[src/core/clock_select_pkg.sv]
// constants, types and register map of the system clock select block
package clock_select_pkg;
    // register indices; byte address is four times the index
    localparam logic [7:0] idx_source_select = 8'h39;
    localparam logic [7:0] idx_pll_control = 8'h3a;
    localparam logic [7:0] idx_protect = 8'h3e;
    localparam logic [7:0] idx_status = 8'h3f;
    localparam int addr_width = 10;
    // source select field positions
    localparam int pos_pll_select = 7;
    localparam int pos_pseudo_stop = 6;
    localparam int pos_rti_pseudo_stop = 3;
    localparam int pos_wdg_pseudo_stop = 2;
    localparam int pos_rti_clock = 1;
    localparam int pos_wdg_clock = 0;
    // pll control field positions
    localparam int pos_freq_mod_hi = 5;
    localparam int pos_freq_mod_lo = 4;
    // protect and status field positions
    localparam int pos_protect = 0;
    localparam int pos_stat_qualified = 0;
    localparam int pos_stat_lock = 1;
    localparam int pos_stat_stop = 2;
    localparam int pos_stat_full_stop = 3;
    // reset values
    localparam logic [7:0] rst_source_select = 8'h80;
    localparam logic [7:0] rst_pll_control = 8'h00;
    localparam logic rst_protect = 1'b0;
    // frequency modulation amplitude codes, modulated at reference / 16
    localparam logic [1:0] fm_off = 2'h0;
    localparam logic [1:0] fm_one_pct = 2'h1;
    localparam logic [1:0] fm_two_pct = 2'h2;
    localparam logic [1:0] fm_four_pct = 2'h3;
    localparam int fm_mod_divide = 16;
    // bus clock is the system source divided by this
    localparam int bus_divide = 2;
    // outputs toward the clock generators and the timers
    typedef struct packed {
        logic pll_select;
        logic osc_run;
        logic rti_osc_select;
        logic wdg_osc_select;
        logic rti_run;
        logic wdg_run;
        logic rti_restart;
        logic wdg_restart;
        logic [1:0] freq_mod;
        logic bus_clock_en;
        logic requalify;
    } clock_ctrl_s;
endpackage

[src/core/clock_select.sv]
// system clock source select, stop-mode clock enables and pll modulation control
//
// Function
// pll select 1: system clocks from pll output, bus clock at half rate.
// pll select 0 with oscillator qualified: clocks from oscillator, bus at half.
// clearing pll select is accepted only while oscillator is qualified.
// oscillator not qualified forces pll select to 1.
// entering full stop forces pll select to 1.
// pseudo stop bit keeps oscillator running in stop; 0 stops it.
// software waits oscillator start-up time before entering pseudo stop.
// rti runs in pseudo stop only with its enable and oscillator select set.
// otherwise rti counter freezes in stop, count kept.
// watchdog runs in pseudo stop only with its enable and oscillator select.
// otherwise watchdog counter freezes in stop, count kept.
// rti clock select: 1 oscillator clock, 0 internal reference clock.
// any change of rti clock select restarts the rti timeout.
// setting rti clock select accepted only while oscillator qualified.
// oscillator not qualified clears rti clock select.
// watchdog clock select: 1 oscillator clock, 0 internal reference clock.
// any change of watchdog clock select restarts the watchdog timeout.
// watchdog clock select set only while qualified, cleared when not.
// pll control holds modulation bits 5 and 4, others read 0, reset 0.
// modulation code 00 off, 01 1%, 10 2%, 11 4%, at reference/16.
// pll control write needs protect 0 and pll select 1, else ignored.
// accepted pll control write clears lock and qualified status.
// source select writes only while protect bit is 0.
// reserved bits ignore writes and read as 0.
//
// The APB register port was chosen for this implementation.
`timescale 1ns/10ps

module clock_select #(
    parameter int sync_stages = 3
) (
    // clock, reset, enable
    input wire logic clk,
    input wire logic reset,
    input wire logic ce,
    // apb slave
    input wire logic psel,
    input wire logic penable,
    input wire logic pwrite,
    input wire logic [clock_select_pkg::addr_width-1:0] paddr,
    input wire logic [31:0] pwdata,
    input wire logic [3:0] pstrb,
    output logic [31:0] prdata,
    output logic pready,
    output logic pslverr,
    // status from the oscillator filter and pll, asynchronous
    input wire logic osc_good_pin,
    input wire logic pll_lock_pin,
    // stop request from the cpu, same clock
    input wire logic stop_request,
    // controls toward clock generators and timers
    output clock_select_pkg::clock_ctrl_s clock_ctrl
);

    typedef enum logic [1:0] {bus_idle, bus_wait, bus_done} bus_state_e;

    bus_state_e bus_state;
    logic [sync_stages-1:0] qual_sync;
    logic [sync_stages-1:0] lock_sync;
    logic qual_filt;
    logic lock_filt;
    logic qual_hold;
    logic lock_hold;
    logic qualified;
    logic locked;
    logic pll_select;
    logic pseudo_stop_select;
    logic rti_pseudo_stop_enable;
    logic watchdog_pseudo_stop_enable;
    logic rti_clock_select;
    logic watchdog_clock_select;
    logic register_protect;
    logic freq_mod_hi;
    logic freq_mod_lo;
    logic stop_active;
    logic full_stop;
    logic stop_entry;
    logic rti_sel_prev;
    logic wdg_sel_prev;
    logic osc_run;
    logic rti_run;
    logic wdg_run;
    logic rti_restart;
    logic wdg_restart;
    logic bus_clock_en;
    logic requalify;
    logic wr_commit;
    logic [7:0] reg_index;
    logic [7:0] wbyte;
    logic [7:0] next_rdata;
    logic next_err;

    // a register index is decoded here for writes only; reads decode it in the read mux
    function automatic logic mapped(input logic [7:0] idx);
        mapped = (idx == clock_select_pkg::idx_source_select) ||
                 (idx == clock_select_pkg::idx_pll_control) ||
                 (idx == clock_select_pkg::idx_protect) ||
                 (idx == clock_select_pkg::idx_status);
    endfunction

    assign reg_index = paddr[9:2];
    assign wbyte = pwdata[7:0];
    // write lands at the edge where the master sees pready high
    assign wr_commit = ce && psel && penable && pwrite && pready &&
                       mapped(reg_index) && pstrb[0] && (paddr[1:0] == 2'h0);
    assign stop_entry = stop_request && !stop_active;

    // three-stage synchronisers; second and third must agree
    always_ff @(posedge clk or posedge reset) begin
        if (reset) begin
            qual_sync <= '0;
            lock_sync <= '0;
        end else if (ce) begin
            qual_sync <= {qual_sync[sync_stages-2:0], osc_good_pin};
            lock_sync <= {lock_sync[sync_stages-2:0], pll_lock_pin};
        end
    end

    always_ff @(posedge clk or posedge reset) begin
        if (reset) begin
            qual_filt <= 1'b0;
            lock_filt <= 1'b0;
        end else if (ce) begin
            if (qual_sync[1] == qual_sync[2]) begin
                qual_filt <= qual_sync[2];
            end
            if (lock_sync[1] == lock_sync[2]) begin
                lock_filt <= lock_sync[2];
            end
        end
    end

    // a pll control write drops status until the filter re-reports it from low
    always_ff @(posedge clk or posedge reset) begin
        if (reset) begin
            qual_hold <= 1'b0;
            lock_hold <= 1'b0;
        end else if (ce) begin
            if (wr_commit && reg_index == clock_select_pkg::idx_pll_control &&
                !register_protect && pll_select) begin
                qual_hold <= 1'b1;
                lock_hold <= 1'b1;
            end else begin
                if (!qual_filt) begin
                    qual_hold <= 1'b0;
                end
                if (!lock_filt) begin
                    lock_hold <= 1'b0;
                end
            end
        end
    end

    assign qualified = qual_filt && !qual_hold;
    assign locked = lock_filt && !lock_hold;

    // stop mode tracking
    always_ff @(posedge clk or posedge reset) begin
        if (reset) begin
            stop_active <= 1'b0;
            full_stop <= 1'b0;
        end else if (ce) begin
            stop_active <= stop_request;
            if (stop_entry) begin
                full_stop <= !pseudo_stop_select;
            end else if (!stop_request) begin
                full_stop <= 1'b0;
            end
        end
    end

    // source select register; forcing wins over software writes
    always_ff @(posedge clk or posedge reset) begin
        if (reset) begin
            pll_select <= clock_select_pkg::rst_source_select[clock_select_pkg::pos_pll_select];
            pseudo_stop_select <=
                clock_select_pkg::rst_source_select[clock_select_pkg::pos_pseudo_stop];
            rti_pseudo_stop_enable <=
                clock_select_pkg::rst_source_select[clock_select_pkg::pos_rti_pseudo_stop];
            watchdog_pseudo_stop_enable <=
                clock_select_pkg::rst_source_select[clock_select_pkg::pos_wdg_pseudo_stop];
            rti_clock_select <=
                clock_select_pkg::rst_source_select[clock_select_pkg::pos_rti_clock];
            watchdog_clock_select <=
                clock_select_pkg::rst_source_select[clock_select_pkg::pos_wdg_clock];
        end else if (ce) begin
            if (wr_commit && reg_index == clock_select_pkg::idx_source_select &&
                !register_protect) begin
                // bits 5 and 4 are not stored
                pll_select <= wbyte[clock_select_pkg::pos_pll_select] || !qualified;
                pseudo_stop_select <= wbyte[clock_select_pkg::pos_pseudo_stop];
                rti_pseudo_stop_enable <= wbyte[clock_select_pkg::pos_rti_pseudo_stop];
                watchdog_pseudo_stop_enable <= wbyte[clock_select_pkg::pos_wdg_pseudo_stop];
                rti_clock_select <= wbyte[clock_select_pkg::pos_rti_clock] && qualified;
                watchdog_clock_select <=
                    wbyte[clock_select_pkg::pos_wdg_clock] && qualified;
            end
            if (!qualified) begin
                pll_select <= 1'b1;
                rti_clock_select <= 1'b0;
                watchdog_clock_select <= 1'b0;
            end
            if (stop_entry && !pseudo_stop_select) begin
                pll_select <= 1'b1;
            end
        end
    end

    // protect register of its own
    always_ff @(posedge clk or posedge reset) begin
        if (reset) begin
            register_protect <= clock_select_pkg::rst_protect;
        end else if (ce) begin
            if (wr_commit && reg_index == clock_select_pkg::idx_protect) begin
                register_protect <= wbyte[clock_select_pkg::pos_protect];
            end
        end
    end

    // pll modulation control; only bits 5 and 4 exist
    always_ff @(posedge clk or posedge reset) begin
        if (reset) begin
            freq_mod_hi <= clock_select_pkg::rst_pll_control[clock_select_pkg::pos_freq_mod_hi];
            freq_mod_lo <= clock_select_pkg::rst_pll_control[clock_select_pkg::pos_freq_mod_lo];
        end else if (ce) begin
            if (wr_commit && reg_index == clock_select_pkg::idx_pll_control &&
                !register_protect && pll_select) begin
                freq_mod_hi <= wbyte[clock_select_pkg::pos_freq_mod_hi];
                freq_mod_lo <= wbyte[clock_select_pkg::pos_freq_mod_lo];
            end
        end
    end

    // requalify pulse tells the oscillator filter to start over
    always_ff @(posedge clk or posedge reset) begin
        if (reset) begin
            requalify <= 1'b0;
        end else if (ce) begin
            requalify <= wr_commit && reg_index == clock_select_pkg::idx_pll_control &&
                         !register_protect && pll_select;
        end
    end

    // oscillator and timer clock enables; timers hold their count, never reset
    always_ff @(posedge clk or posedge reset) begin
        if (reset) begin
            osc_run <= 1'b1;
            rti_run <= 1'b1;
            wdg_run <= 1'b1;
        end else if (ce) begin
            osc_run <= !stop_request || pseudo_stop_select;
            rti_run <= !stop_request ||
                       (pseudo_stop_select && rti_pseudo_stop_enable && rti_clock_select);
            wdg_run <= !stop_request ||
                       (pseudo_stop_select && watchdog_pseudo_stop_enable &&
                        watchdog_clock_select);
        end
    end

    // a change in either direction, written or forced, restarts the timeout
    always_ff @(posedge clk or posedge reset) begin
        if (reset) begin
            rti_sel_prev <= clock_select_pkg::rst_source_select[clock_select_pkg::pos_rti_clock];
            wdg_sel_prev <= clock_select_pkg::rst_source_select[clock_select_pkg::pos_wdg_clock];
            rti_restart <= 1'b0;
            wdg_restart <= 1'b0;
        end else if (ce) begin
            rti_sel_prev <= rti_clock_select;
            wdg_sel_prev <= watchdog_clock_select;
            rti_restart <= rti_clock_select != rti_sel_prev;
            wdg_restart <= watchdog_clock_select != wdg_sel_prev;
        end
    end

    // bus clock enable: one system clock in bus_divide
    always_ff @(posedge clk or posedge reset) begin
        if (reset) begin
            bus_clock_en <= 1'b0;
        end else if (ce) begin
            bus_clock_en <= !bus_clock_en;
        end
    end

    // read mux and error decode
    always_comb begin
        next_rdata = 8'h00;
        next_err = 1'b0;
        case (reg_index)
            clock_select_pkg::idx_source_select: begin
                next_rdata[clock_select_pkg::pos_pll_select] = pll_select;
                next_rdata[clock_select_pkg::pos_pseudo_stop] = pseudo_stop_select;
                next_rdata[clock_select_pkg::pos_rti_pseudo_stop] = rti_pseudo_stop_enable;
                next_rdata[clock_select_pkg::pos_wdg_pseudo_stop] = watchdog_pseudo_stop_enable;
                next_rdata[clock_select_pkg::pos_rti_clock] = rti_clock_select;
                next_rdata[clock_select_pkg::pos_wdg_clock] = watchdog_clock_select;
            end
            clock_select_pkg::idx_pll_control: begin
                next_rdata[clock_select_pkg::pos_freq_mod_hi] = freq_mod_hi;
                next_rdata[clock_select_pkg::pos_freq_mod_lo] = freq_mod_lo;
            end
            clock_select_pkg::idx_protect: begin
                next_rdata[clock_select_pkg::pos_protect] = register_protect;
            end
            clock_select_pkg::idx_status: begin
                next_rdata[clock_select_pkg::pos_stat_qualified] = qualified;
                next_rdata[clock_select_pkg::pos_stat_lock] = locked;
                next_rdata[clock_select_pkg::pos_stat_stop] = stop_active;
                next_rdata[clock_select_pkg::pos_stat_full_stop] = full_stop;
            end
            default: begin
                next_err = 1'b1;
            end
        endcase
        if (paddr[1:0] != 2'h0) begin
            next_err = 1'b1;
        end
    end

    // apb handshake: pready rises in the second access cycle
    always_ff @(posedge clk or posedge reset) begin
        if (reset) begin
            bus_state <= bus_idle;
            pready <= 1'b0;
            pslverr <= 1'b0;
            prdata <= 32'h0000_0000;
        end else if (ce) begin
            case (bus_state)
                bus_idle: begin
                    pready <= 1'b0;
                    pslverr <= 1'b0;
                    if (psel && !penable) begin
                        bus_state <= bus_wait;
                    end
                end
                bus_wait: begin
                    if (psel && penable) begin
                        bus_state <= bus_done;
                        pready <= 1'b1;
                        pslverr <= next_err;
                        prdata <= pwrite ? 32'h0000_0000 : {24'h00_0000, next_rdata};
                    end else if (!psel) begin
                        bus_state <= bus_idle;
                    end
                end
                bus_done: begin
                    // the transfer ends here; a following setup can start next edge
                    bus_state <= bus_idle;
                    pready <= 1'b0;
                    pslverr <= 1'b0;
                end
                default: begin
                    bus_state <= bus_idle;
                    pready <= 1'b0;
                    pslverr <= 1'b0;
                end
            endcase
        end
    end

    assign clock_ctrl.pll_select = pll_select;
    assign clock_ctrl.osc_run = osc_run;
    assign clock_ctrl.rti_osc_select = rti_clock_select;
    assign clock_ctrl.wdg_osc_select = watchdog_clock_select;
    assign clock_ctrl.rti_run = rti_run;
    assign clock_ctrl.wdg_run = wdg_run;
    assign clock_ctrl.rti_restart = rti_restart;
    assign clock_ctrl.wdg_restart = wdg_restart;
    assign clock_ctrl.freq_mod = {freq_mod_hi, freq_mod_lo};
    assign clock_ctrl.bus_clock_en = bus_clock_en;
    assign clock_ctrl.requalify = requalify;

endmodule // clock_select

[config.mk]
export PLATFORM = sky130hd
export DESIGN_NAME = clock_select
export DESIGN_NICKNAME = d
export VERILOG_FILES = /design/src/core/clock_select_pkg.sv /design/src/core/clock_select.sv
export SDC_FILE = /design/constraint.sdc
export NUM_CORES = 1
export LEC_CHECK = 0
export BUFFER_PORTS_ARGS = -buffer_cell sky130_fd_sc_hd__buf_4
export CORE_UTILIZATION = 42
export DETAILED_ROUTE_END_ITERATION = 8
export GPL_ROUTABILITY_DRIVEN = 0
export PLACE_DENSITY = 0.77
export SYNTH_ARGS = -nofsm -noshare
export SYNTH_HDL_FRONTEND = slang
export SYNTH_SLANG_ARGS = --single-unit
[constraint.sdc]
create_clock -name clk -period 1.97 [get_ports clk]
set_clock_uncertainty 0.2 [all_clocks]
set_input_delay 0.0985 -clock clk [delete_from_list [all_inputs] [get_ports clk]]
set_output_delay 0.0985 -clock clk [all_outputs]
set_load 0.01 [all_outputs]
==> flow_summary.json, run 1 <==
{
  "clk_latency_ns": 0.29,
  "synth_top_cells_by_area": "sky130_fd_sc_hd__dfrtp_1 44%, sky130_fd_sc_hd__buf_4 13%, sky130_fd_sc_hd__mux2_2 6.3%, sky130_fd_sc_hd__dfstp_2 4.9%, sky130_fd_sc_hd__nand2_1 3.3%",
  "layout.cells.non_filler": 341,
  "routed_wire_length_per_instance_um": 12.3,
  "finalCritPeriodShare": 1.04,
  "critical-path-top-delay-family": "simple AND/OR/NAND/NOR gates",
  "hold_viol": 0,
  "number_of_antenna_violating_nets_in_the_routed_design": 0,
  "final_nets": 328,
  "final_area_mm2": 0.00277,
  "drt_pre_antenna_iters": 4,
  "clkSinkCount": 42,
  "slew_viol_final": 0,
  "worst-endpoint-required_ns": 1.95,
  "setup_ws_ns": -0.0802,
  "reg2regPathDepth": 4,
  "insertedDiodeCount": 0,
  "irDropWorstVdd_mv": 0.465,
  "htree_num_levels": 2,
  "r2r_slack_ns": -0.08,
  "cell_count_after_placement": 314,
  "drive_gt1_frac": 0.332,
  "synth.cell_area_mm2": 0.00215,
  "yosys_warnings": 0,
  "switching_share": 0.246,
  "comb_power_share": 0.161,
  "max_clock_freq_ghz": 0.488,
  "die_width_um": 73.5,
  "detailed_place_hpwl_um": 2960,
  "cp.depth": 4,
  "io_pins": 101,
  "number_of_antenna_violations_at_the_first_check_in_global_routing": 0,
  "rows": 25,
  "count_of_flip_flops_with_a_built_in_enable_after_synthesis": 0,
  "p_leak_nw": 1.34,
  "violations": "negative setup slack",
  "holdCritPathClass": "input port to flop",
  "timing.critical_path.arrival_ns": 2.03,
  "intPower_w": 0.00146,
  "crit_path_max_incr_delay_ns": 0.54,
  "via_count": 1635,
  "worstPathBufferInverterCount": 1,
  "grt_first_pass_wirelength_um": 6900,
  "multi_input_area_um2": 850,
  "critical_path.reg2reg.endpoint": "freq_mod_hi",
  "synth_async_sr_flop_share": 1.00,
  "layout_commonest_cell": "sky130_fd_sc_hd__buf_4",
  "netlist.area_leader.share": 0.443,
  "critical_path_peak_fanout": 3,
  "cts_tree": "yes",
  "timing.critical_path.from_type": "flop",
  "run_status": "finished with violations",
  "vias_in_the_first_global_route": 1503,
  "power_density_mw_per_mm2": 700,
  "cts.clk_slew.worst_paths_ns": 0.07,
  "num-fill-cells": 436,
  "syn_inst": 205,
  "numCtsBuffers": 5,
  "seq_area_mm2": 0.00106,
  "cts-root-to-sink-buffers": 2,
  "finalHoldWorstSlack_ns": 0.0117,
  "syn-mean-instance-area_um2": 10.5,
  "end_kind": "flop",
  "criticalPathCategory": "flop to flop",
  "syn2layout_area_growth_pct": 29.2,
  "report.final.setup_viol": 2,
  "rsz0062_at_grt": "true",
  "placeableCoreArea_mm2": 0.00482,
  "clk_root_buffer_cell": "sky130_fd_sc_hd__clkbuf_8",
  "pwr-share-clk": 0.337,
  "initial_core_util": 0.445,
  "finalWorstPathRequiredPeriod_ns": 2.05,
  "ys_types": 40,
  "post_dp_cell_area_mm2": 0.00247,
  "tightest_slew_ns": 0.515,
  "worstSetupEndpoint": "freq_mod_hi",
  "largest_net_degree_at_the_start_of_global_routing": 43,
  "synth-seq-area-share": 0.492,
  "detail_route.wirelength_um": 4200,
  "cap_violations": 0,
  "synth-main-ff-cell": "sky130_fd_sc_hd__dfrtp_1",
  "drt-vias-per-instance": 4.79,
  "yosys.area.top_type": "sky130_fd_sc_hd__dfrtp_1",
  "placement.io_buffers": 49,
  "die_h_um": 73.5,
  "commonest_cells_after_routing_fill_and_taps_aside": "61 x sky130_fd_sc_hd__buf_4, 38 x sky130_fd_sc_hd__dfrtp_1, 24 x sky130_fd_sc_hd__conb_1, 19 x sky130_fd_sc_hd__nand2_1, 18 x sky130_fd_sc_hd__dlygate4sd3_1",
  "ys_ff_latch": 42,
  "detail_route.iter0.violations": 75,
  "die_area_mm2": 0.00540,
  "reg2reg_from": "pll_select",
  "global_route.usage.total": 0.169,
  "critical_path.slowest_cell": "sky130_fd_sc_hd__dfstp_2",
  "grt_overflow_total": 0,
  "route.detailed.drc": 0,
  "critical_path.startpoint": "pll_select",
  "timing.critical_path.cells": "inv_2, or3_1, or4_4, mux2_4",
  "slew_headroom": 0.657,
  "power.net_switching_w": 0.000478,
  "seq_power_share": 0.502
}
## synthesized netlist by cell type (2+ instances only)
library cell and number:
sky130_fd_sc_hd__mux2i_1 3, sky130_fd_sc_hd__dfstp_2 4, sky130_fd_sc_hd__a22oi_1 2, sky130_fd_sc_hd__dfrtp_1 38, sky130_fd_sc_hd__nor2_1 9, sky130_fd_sc_hd__a21oi_1 7, sky130_fd_sc_hd__xnor2_1 2, sky130_fd_sc_hd__a32oi_1 2
sky130_fd_sc_hd__nand3_1 5, sky130_fd_sc_hd__nor4b_1 2, sky130_fd_sc_hd__clkbuf_1 3, sky130_fd_sc_hd__a22o_1 2, sky130_fd_sc_hd__o21ai_0 14, sky130_fd_sc_hd__buf_4 36, sky130_fd_sc_hd__nand4_1 2, sky130_fd_sc_hd__inv_1 10
sky130_fd_sc_hd__mux2_4 2, sky130_fd_sc_hd__nand2_1 19, sky130_fd_sc_hd__nand2b_1 4, sky130_fd_sc_hd__o31ai_1 6, sky130_fd_sc_hd__a31oi_1 3, sky130_fd_sc_hd__mux2_2 12
## flip-flops by register name, summed over array words and instances (netlist names), 2 cells and up
name and count:
bus_state 2, lock_sync 3, prdata 8, qual_sync 3
## per-stage QoR
step / setup slack, ns / total power [W] / setup TNS (ns) / util
finish: -0.0802 / 0.00194 / -0.160 / 0.575
global placement: -0.127 / 0.00126 / -0.463 / 0.513
floorplan: -0.0851 / 0.00120 / -0.170 / -
detailed placement: -0.0899 / 0.00127 / -0.397 / 0.513
CTS: -0.0759 / 0.00196 / -0.152 / 0.572
global route: -0.103 / 0.00203 / -0.219 / 0.575
## tightest hold or removal path: stages
cell                      delay (ns)
sky130_fd_sc_hd__buf_4          0.09
sky130_fd_sc_hd__a21oi_1        0.05
sky130_fd_sc_hd__o21ai_0        0.14
sky130_fd_sc_hd__o21ai_0        0.08
## what timing repair did
item	4_1_cts	5_1_grt
endpoints found under the setup margin	2	4
setup buffers	0	1
hold endpoints to repair	63	0
hold buffers	18	0
resized for setup	0	1
## power by group through the flow
stage	Clock, W	Sequential (W)	Combinational, W
global placement	0	0.000989	0.000274
floorplan	0	0.000979	0.000225
finish	0.000653	0.000974	0.000311
global route	0.000703	0.000982	0.000348
CTS	0.000673	0.000974	0.000311
detailed placement	0	0.000991	0.000282
## how the worst min path moves through the flow
stage / start / to / cells past startpoint
2_1_floorplan: stop_request / rti_run / 1
3_3_place_gp: reset / qual_sync[0] / 3
3_5_place_dp: reset / qual_sync[0] / 3
4_1_cts: penable / pslverr / 4
5_1_grt: psel / bus_state[0] / 3
6_report: penable / pslverr / 4
## cell type report
cell class / count / share of cell area
Multi-Input combinational cell: 135 / 0.307
Inverter: 10 / 0.0135
Clock buffer: 7 / 0.0275
Clock inverter: 1 / 0.0108
Tap cell: 67 / 0.0302
Timing Repair Buffer: 79 / 0.230
Sequential cell: 42 / 0.381
## metal layers
metal / wire length, um / global-route usage
met5: 0 / 0
met4: 26 / 0.0598
met3: 220 / 0.0398
met2: 2050 / 0.264
met1: 1910 / 0.229
## cells by family (layout without fill, tap and decap cells)
group | Yosys count | count (layout) | share of synthesized area
simple gates | 52 | 52 | 0.134
other cells | 1 | 24 | 0.00175
mux | 17 | 17 | 0.0910
flops | 42 | 42 | 0.492
compound gates | 39 | 39 | 0.113
xor+xnor | 3 | 3 | 0.0122
buf+inv | 51 | 97 | 0.156
Power figures use the tool's default switching activity.
==> inputs of run 2 (changes only) <==
--- a/config.mk
+++ b/config.mk
@@ -6,6 +6,7 @@
 export NUM_CORES = 1
 export LEC_CHECK = 0
 export BUFFER_PORTS_ARGS = -buffer_cell sky130_fd_sc_hd__buf_4
+export CORE_MARGIN = 2
 export CORE_UTILIZATION = 42
 export DETAILED_ROUTE_END_ITERATION = 8
 export GPL_ROUTABILITY_DRIVEN = 0
==> run 2 against run 1 <==
Effect of this change: the flow finishes with violations (negative hold slack, negative setup slack); via count rose by 2.6%; power rose by 1.9%; setup slack improved by 0.025 ns; critical path type unchanged; clock-buffer cell count fell by 1; sequential cell count did not move; critical endpoint is now freq_mod_lo; routed wire length rose by 9.8%.
==> flow_summary.json, run 2 (same netlist as run 1, synthesis figures left out) <==
{
  "seq_area_mm2": 0.00106,
  "largest_net_degree_at_the_start_of_global_routing": 43,
  "holdCritPathClass": "input port to flop",
  "detailed_place_hpwl_um": 3250,
  "detail_route.iter0.violations": 82,
  "rsz0062_at_grt": "true",
  "tightest_slew_ns": 0.519,
  "multi_input_area_um2": 847,
  "timing.critical_path.from_type": "flop",
  "crit_path_max_incr_delay_ns": 0.54,
  "io_pins": 101,
  "cts.clk_slew.worst_paths_ns": 0.08,
  "finalWorstPathRequiredPeriod_ns": 2.03,
  "vias_in_the_first_global_route": 1574,
  "max_flop_register": "prdata",
  "critical-path-top-delay-family": "simple AND/OR/NAND/NOR gates",
  "die_h_um": 75.5,
  "drt-vias-per-instance": 4.85,
  "criticalPathCategory": "flop to flop",
  "cap_violations": 0,
  "power_density_mw_per_mm2": 705,
  "rows": 26,
  "grt_first_pass_wirelength_um": 7290,
  "slew_headroom": 0.654,
  "drive_gt1_frac": 0.341,
  "clk_root_buffer_cell": "sky130_fd_sc_hd__clkbuf_8",
  "placeableCoreArea_mm2": 0.00501,
  "number_of_antenna_violations_at_the_first_check_in_global_routing": 0,
  "cts_tree": "yes",
  "pre_cts_ws_ns": -0.0806,
  "routed_wire_length_per_instance_um": 13.3,
  "setup-tns-final_ns": -0.108,
  "grt_overflow_total": 0,
  "hold_viol": 1,
  "end_kind": "flop",
  "initial_core_util": 0.428,
  "critical_path_peak_fanout": 3,
  "finalHoldWorstSlack_ns": -0.00151,
  "placement.io_buffers": 49,
  "slew_viol_final": 0,
  "die_width_um": 75.5,
  "irDropWorstVdd_mv": 0.446,
  "detail_route.wirelength_um": 4610,
  "r2r_slack_ns": -0.06,
  "p_leak_nw": 1.36,
  "route.detailed.drc": 0,
  "report.final.setup_viol": 2,
  "global_route.usage.total": 0.172,
  "insertedDiodeCount": 0,
  "violations": "negative hold slack, negative setup slack",
  "clkSinkCount": 42,
  "commonest_cells_after_routing_fill_and_taps_aside": "63 x sky130_fd_sc_hd__buf_4, 38 x sky130_fd_sc_hd__dfrtp_1, 24 x sky130_fd_sc_hd__conb_1, 19 x sky130_fd_sc_hd__nand2_1, 19 x sky130_fd_sc_hd__dlygate4sd3_1",
  "finalCritPeriodShare": 1.03,
  "critical_path.slowest_cell": "sky130_fd_sc_hd__dfstp_2",
  "htree_num_levels": 2,
  "num-fill-cells": 455,
  "worst-endpoint-required_ns": 1.96,
  "final_nets": 331,
  "timing.critical_path.arrival_ns": 2.01,
  "numCtsBuffers": 5,
  "setup_ws_ns": -0.0553,
  "drt_pre_antenna_iters": 4,
  "worstPathBufferInverterCount": 1,
  "clk_latency_ns": 0.30,
  "layout_commonest_cell": "sky130_fd_sc_hd__buf_4",
  "max_clock_freq_ghz": 0.494,
  "via_count": 1677,
  "largest_register_ff_count": 8,
  "syn2layout_area_growth_pct": 30.7,
  "die_area_mm2": 0.00570,
  "run_status": "finished with violations",
  "cts-root-to-sink-buffers": 2,
  "timing.critical_path.cells": "inv_2, or3_4, or4_4, mux2_4",
  "reg_top3": "prdata: 8 flops, lock_sync: 3 flops, qual_sync: 3 flops",
  "number_of_antenna_violating_nets_in_the_routed_design": 0,
  "fin_util": 0.560
}
-- run 2: cell count changes in the layout (fill, tap and decap cells not counted), sizes merged --
cell,before,now
dlygate4sd3,18,19
buf,61,63
clkbuf,7,6
-- run 2: layout make-up --
class                   instances  share of cell area
clock buffers                   6              0.0295
clock inverters                 1              0.0107
inverters                      10              0.0134
multi-input cells             135               0.302
flip-flops and latches         42               0.377
well taps                      70              0.0312
repair buffers                 82               0.237
-- run 2: report_power, final --
part / leakage [nW] / internal, W / switching, W
Combinational: 0.759 / 0.000156 / 0.000157
Sequential: 0.545 / 0.000929 / 0.0000463
Clock: 0.0573 / 0.000405 / 0.000284
-- run 2: worst reg2reg max path, delay by kind of cell (launching register included) --
family,cells,cell delay [ns]
and+or+nand+nor,2,0.82
DFF,1,0.54
muxes,1,0.31
buffers and inverters,1,0.04
-- run 2: what timing repair did --
| action | in CTS | in global routing |
|---|---|---|
| setup endpoints to repair | 2 | 3 |
| gates resized for setup | 0 | 1 |
| hold endpoints to repair | 63 | 0 |
| setup buffers | 1 | 1 |
| pin swaps | 0 | 0 |
| gates cloned | 0 | 0 |
| hold buffers | 19 | 0 |
-- run 2: worst paths after layout --
kind / endpoint / depth (start not counted) / from
max reg2reg: freq_mod_lo / 4 / pll_select
max in group asynchronous: osc_run / 4 / reset
min reg2reg: bus_clock_en / 1 / bus_clock_en
max: freq_mod_lo / 4 / pll_select
min: pslverr / 4 / psel
min in group asynchronous: pready / 4 / reset
-- run 2: metrics by stage --
stage / hold slack [ns] / std cells / power (W) / area (um^2)
2_1_floorplan: -0.0323 / 228 / 0.00120 / 2230
3_3_place_gp: 0.0659 / 318 / 0.00127 / 2480
5_1_grt: 0.0285 / 346 / 0.00208 / 2800
6_report: -0.00151 / 346 / 0.00198 / 2800
3_5_place_dp: 0.0690 / 318 / 0.00128 / 2480
4_1_cts: 0.00113 / 345 / 0.00200 / 2790
-- run 2: layer usage --
metal	GRT usage	vias up	wire [um]
li1	-	787	-
met1	0.216	810	1950
met2	0.283	70	2240
met3	0.0569	10	321
met4	0.0546	0	106
met5	0	-	0
==> inputs of run 3 (changes only) <==
==> config.mk (replaced) <==
export PLATFORM = sky130hd
export DESIGN_NAME = clock_select
export DESIGN_NICKNAME = d
export VERILOG_FILES = /design/src/core/clock_select_pkg.sv /design/src/core/clock_select.sv
export SDC_FILE = /design/constraint.sdc
export NUM_CORES = 1
export LEC_CHECK = 0
export CORE_MARGIN = 2
export CORE_UTILIZATION = 50
export DETAILED_ROUTE_END_ITERATION = 8
export DONT_BUFFER_PORTS = 1
export GPL_ROUTABILITY_DRIVEN = 0
export PLACE_DENSITY = 0.69
export SYNTH_ARGS = -nofsm -noshare
export SYNTH_HDL_FRONTEND = slang
export SYNTH_SLANG_ARGS = --single-unit
==> run 3 against run 2 <==
Effect of this change: power decreased by 8.2%; combinational power fell by 19%; worst hold slack improved by 0.040 ns; the flow finishes with violations (negative setup slack); largest cell class unchanged; sequential power up 1%; utilization grew 5.7 points; first-iteration DRC count is 7.3% higher; critical path type unchanged; final cell count shrank 17%; register-to-register slack got worse by 0.03 ns; non-clock buffer count shrank 41; sequential share of layout area increased by 4.6 points; die area down 15%; fmax is 1.7% lower.
==> flow_summary.json, run 3 (same netlist as run 1, synthesis figures left out) <==
{
  "syn2layout_area_growth_pct": 16.6,
  "setup-tns-final_ns": -0.177,
  "max_flop_register": "prdata",
  "switching_share": 0.267,
  "detailed_place_hpwl_um": 3270,
  "numCtsBuffers": 5,
  "end_kind": "flop",
  "commonest_cells_after_routing_fill_and_taps_aside": "38 x sky130_fd_sc_hd__dfrtp_1, 28 x sky130_fd_sc_hd__dlygate4sd3_1, 24 x sky130_fd_sc_hd__conb_1, 19 x sky130_fd_sc_hd__nand2_1, 14 x sky130_fd_sc_hd__o21ai_0",
  "run_status": "finished with violations",
  "finalCritPeriodShare": 1.05,
  "reg2regPathDepth": 4,
  "largest_net_degree_at_the_start_of_global_routing": 30,
  "intPower_w": 0.00133,
  "comb_power_share": 0.140,
  "io_pins": 101,
  "die_width_um": 69.5,
  "r2r_slack_ns": -0.09,
  "clk_root_buffer_cell": "sky130_fd_sc_hd__clkbuf_8",
  "critical_path_peak_fanout": 3,
  "cap_violations": 0,
  "global_route.usage.total": 0.215,
  "routed_wire_length_per_instance_um": 16.8,
  "htree_num_levels": 2,
  "pre_cts_ws_ns": -0.0678,
  "placement.io_buffers": 0,
  "die_h_um": 69.5,
  "number_of_antenna_violating_nets_in_the_routed_design": 0,
  "power_density_mw_per_mm2": 726,
  "power.net_switching_w": 0.000485,
  "worst_hold_path_stage_count": 4,
  "initial_core_util": 0.529,
  "finalWorstPathRequiredPeriod_ns": 2.06,
  "num-fill-cells": 325,
  "crit_path_max_incr_delay_ns": 0.55,
  "layout_commonest_cell": "sky130_fd_sc_hd__dfrtp_1",
  "tightest_slew_ns": 0.806,
  "drt-vias-per-instance": 5.66,
  "critical-path-top-delay-family": "simple AND/OR/NAND/NOR gates",
  "reg_top3": "prdata: 8 flops, lock_sync: 3 flops, qual_sync: 3 flops",
  "vias_in_the_first_global_route": 1616,
  "final_nets": 290,
  "slew_viol_final": 0,
  "seq_area_mm2": 0.00106,
  "criticalPathCategory": "flop to flop",
  "die_area_mm2": 0.00483,
  "rows": 23,
  "timing.critical_path.arrival_ns": 2.05,
  "critical_path.slowest_cell": "sky130_fd_sc_hd__dfstp_2",
  "report.final.setup_viol": 2,
  "slew_headroom": 0.463,
  "holdCritPathClass": "input port to flop",
  "via_count": 1618,
  "clkSinkCount": 42,
  "fin_util": 0.616,
  "timing.critical_path.from_type": "flop",
  "multi_input_area_um2": 848,
  "p_leak_nw": 1.17,
  "clk_latency_ns": 0.30,
  "route.detailed.drc": 0,
  "max_clock_freq_ghz": 0.485,
  "worst-endpoint-required_ns": 1.96,
  "setup_ws_ns": -0.0898,
  "rsz0062_at_grt": "true",
  "detail_route.wirelength_um": 4810,
  "timing.critical_path.cells": "inv_2, or3_1, or4_4, mux2_4",
  "placeableCoreArea_mm2": 0.00406,
  "seq_power_share": 0.544,
  "number_of_antenna_violations_at_the_first_check_in_global_routing": 0,
  "hold_viol": 0,
  "critical_path.reg2reg.endpoint": "freq_mod_lo",
  "grt_overflow_total": 0,
  "worstPathBufferInverterCount": 1,
  "cts.clk_slew.worst_paths_ns": 0.07,
  "drive_gt1_frac": 0.174,
  "cts-root-to-sink-buffers": 2,
  "drt_pre_antenna_iters": 4,
  "cts_tree": "yes",
  "detail_route.iter0.violations": 88,
  "grt_first_pass_wirelength_um": 8070,
  "pwr-share-clk": 0.316,
  "irDropWorstVdd_mv": 0.329,
  "violations": "negative setup slack",
  "layout.cells.non_filler": 286,
  "worst_hold_path.endpoint": "register_protect",
  "insertedDiodeCount": 0,
  "largest_register_ff_count": 8,
  "reg2reg_from": "pll_select",
  "min-delay-start": "paddr[8]",
  "cell_count_after_placement": 246
}
[run 3: cell types whose count changed in the layout (fill, tap and decap cells not counted)]
cell,change
sky130_fd_sc_hd__buf_12,+1
sky130_fd_sc_hd__buf_4,-54
sky130_fd_sc_hd__bufinv_16,-1
sky130_fd_sc_hd__clkbuf_1,+1
sky130_fd_sc_hd__clkinv_2,+1
sky130_fd_sc_hd__dlygate4sd3_1,+9
sky130_fd_sc_hd__dlymetal6s4s_1,+3
sky130_fd_sc_hd__nor4_1,-1
sky130_fd_sc_hd__nor4_2,+1
sky130_fd_sc_hd__or3_1,+1
sky130_fd_sc_hd__or3_4,-1
[run 3: per-layer routing]
layer,wire (um),track usage,part of all wire
met1,1850,0.262,0.38
met2,2320,0.344,0.48
met3,443,0.0581,0.092
met4,202,0.118,0.042
met5,0,0,0
[run 3: worst max path at each step]
stage | startpoint | endpoint | slack, ns | cells after the start
2_1_floorplan | pll_select | freq_mod_hi | -0.09 | 5
3_3_place_gp | pll_select | freq_mod_lo | -0.04 | 4
3_5_place_dp | pll_select | freq_mod_lo | -0.07 | 4
4_1_cts | pll_select | freq_mod_lo | -0.08 | 4
5_1_grt | pll_select | freq_mod_lo | -0.13 | 4
6_report | pll_select | freq_mod_lo | -0.09 | 4
[run 3: power by group through the flow]
| stage | clock [W] | sequential [W] | combinational [W] |
|---|---|---|---|
| floorplan | 0 | 0.000979 | 0.000225 |
| global placement | 0 | 0.00100 | 0.000178 |
| detailed placement | 0 | 0.00101 | 0.000186 |
| CTS | 0.000583 | 0.000989 | 0.000251 |
| global route | 0.000625 | 0.000997 | 0.000284 |
| finish | 0.000574 | 0.000987 | 0.000254 |
[run 3: stage by stage]
stage	total power, W	hold slack, ns	instance area (um^2)
floorplan	0.00120	-0.0323	2230
CTS	0.00182	0.0124	2490
global route	0.00191	0.0452	2500
finish	0.00182	0.0388	2500
detailed placement	0.00119	-0.134	2080
global placement	0.00118	-0.134	2080
[run 3: what timing repair did]
| item | in CTS | in global routing |
|---|---|---|
| endpoints found under the setup margin | 2 | 8 |
| resized for setup | 0 | 4 |
| endpoints found under the hold margin | 82 | 0 |
| setup buffers | 1 | 0 |
| hold buffers | 31 | 0 |
| pin swaps | 0 | 0 |
[run 3: layout make-up]
cell class	count	share of cell area
clock inverter	1	0.00200
clock buffer	7	0.0345
timing repair buffer	41	0.162
multi-input combinational	135	0.339
inverter	10	0.0150
tap	50	0.0250
sequential	42	0.422
[run 3: tightest hold or removal path, delay by kind of cell]
| family | cells | cell delay, ns |
|---|---|---|
| mux | 1 | 0.21 |
| simple gates | 3 | 0.19 |
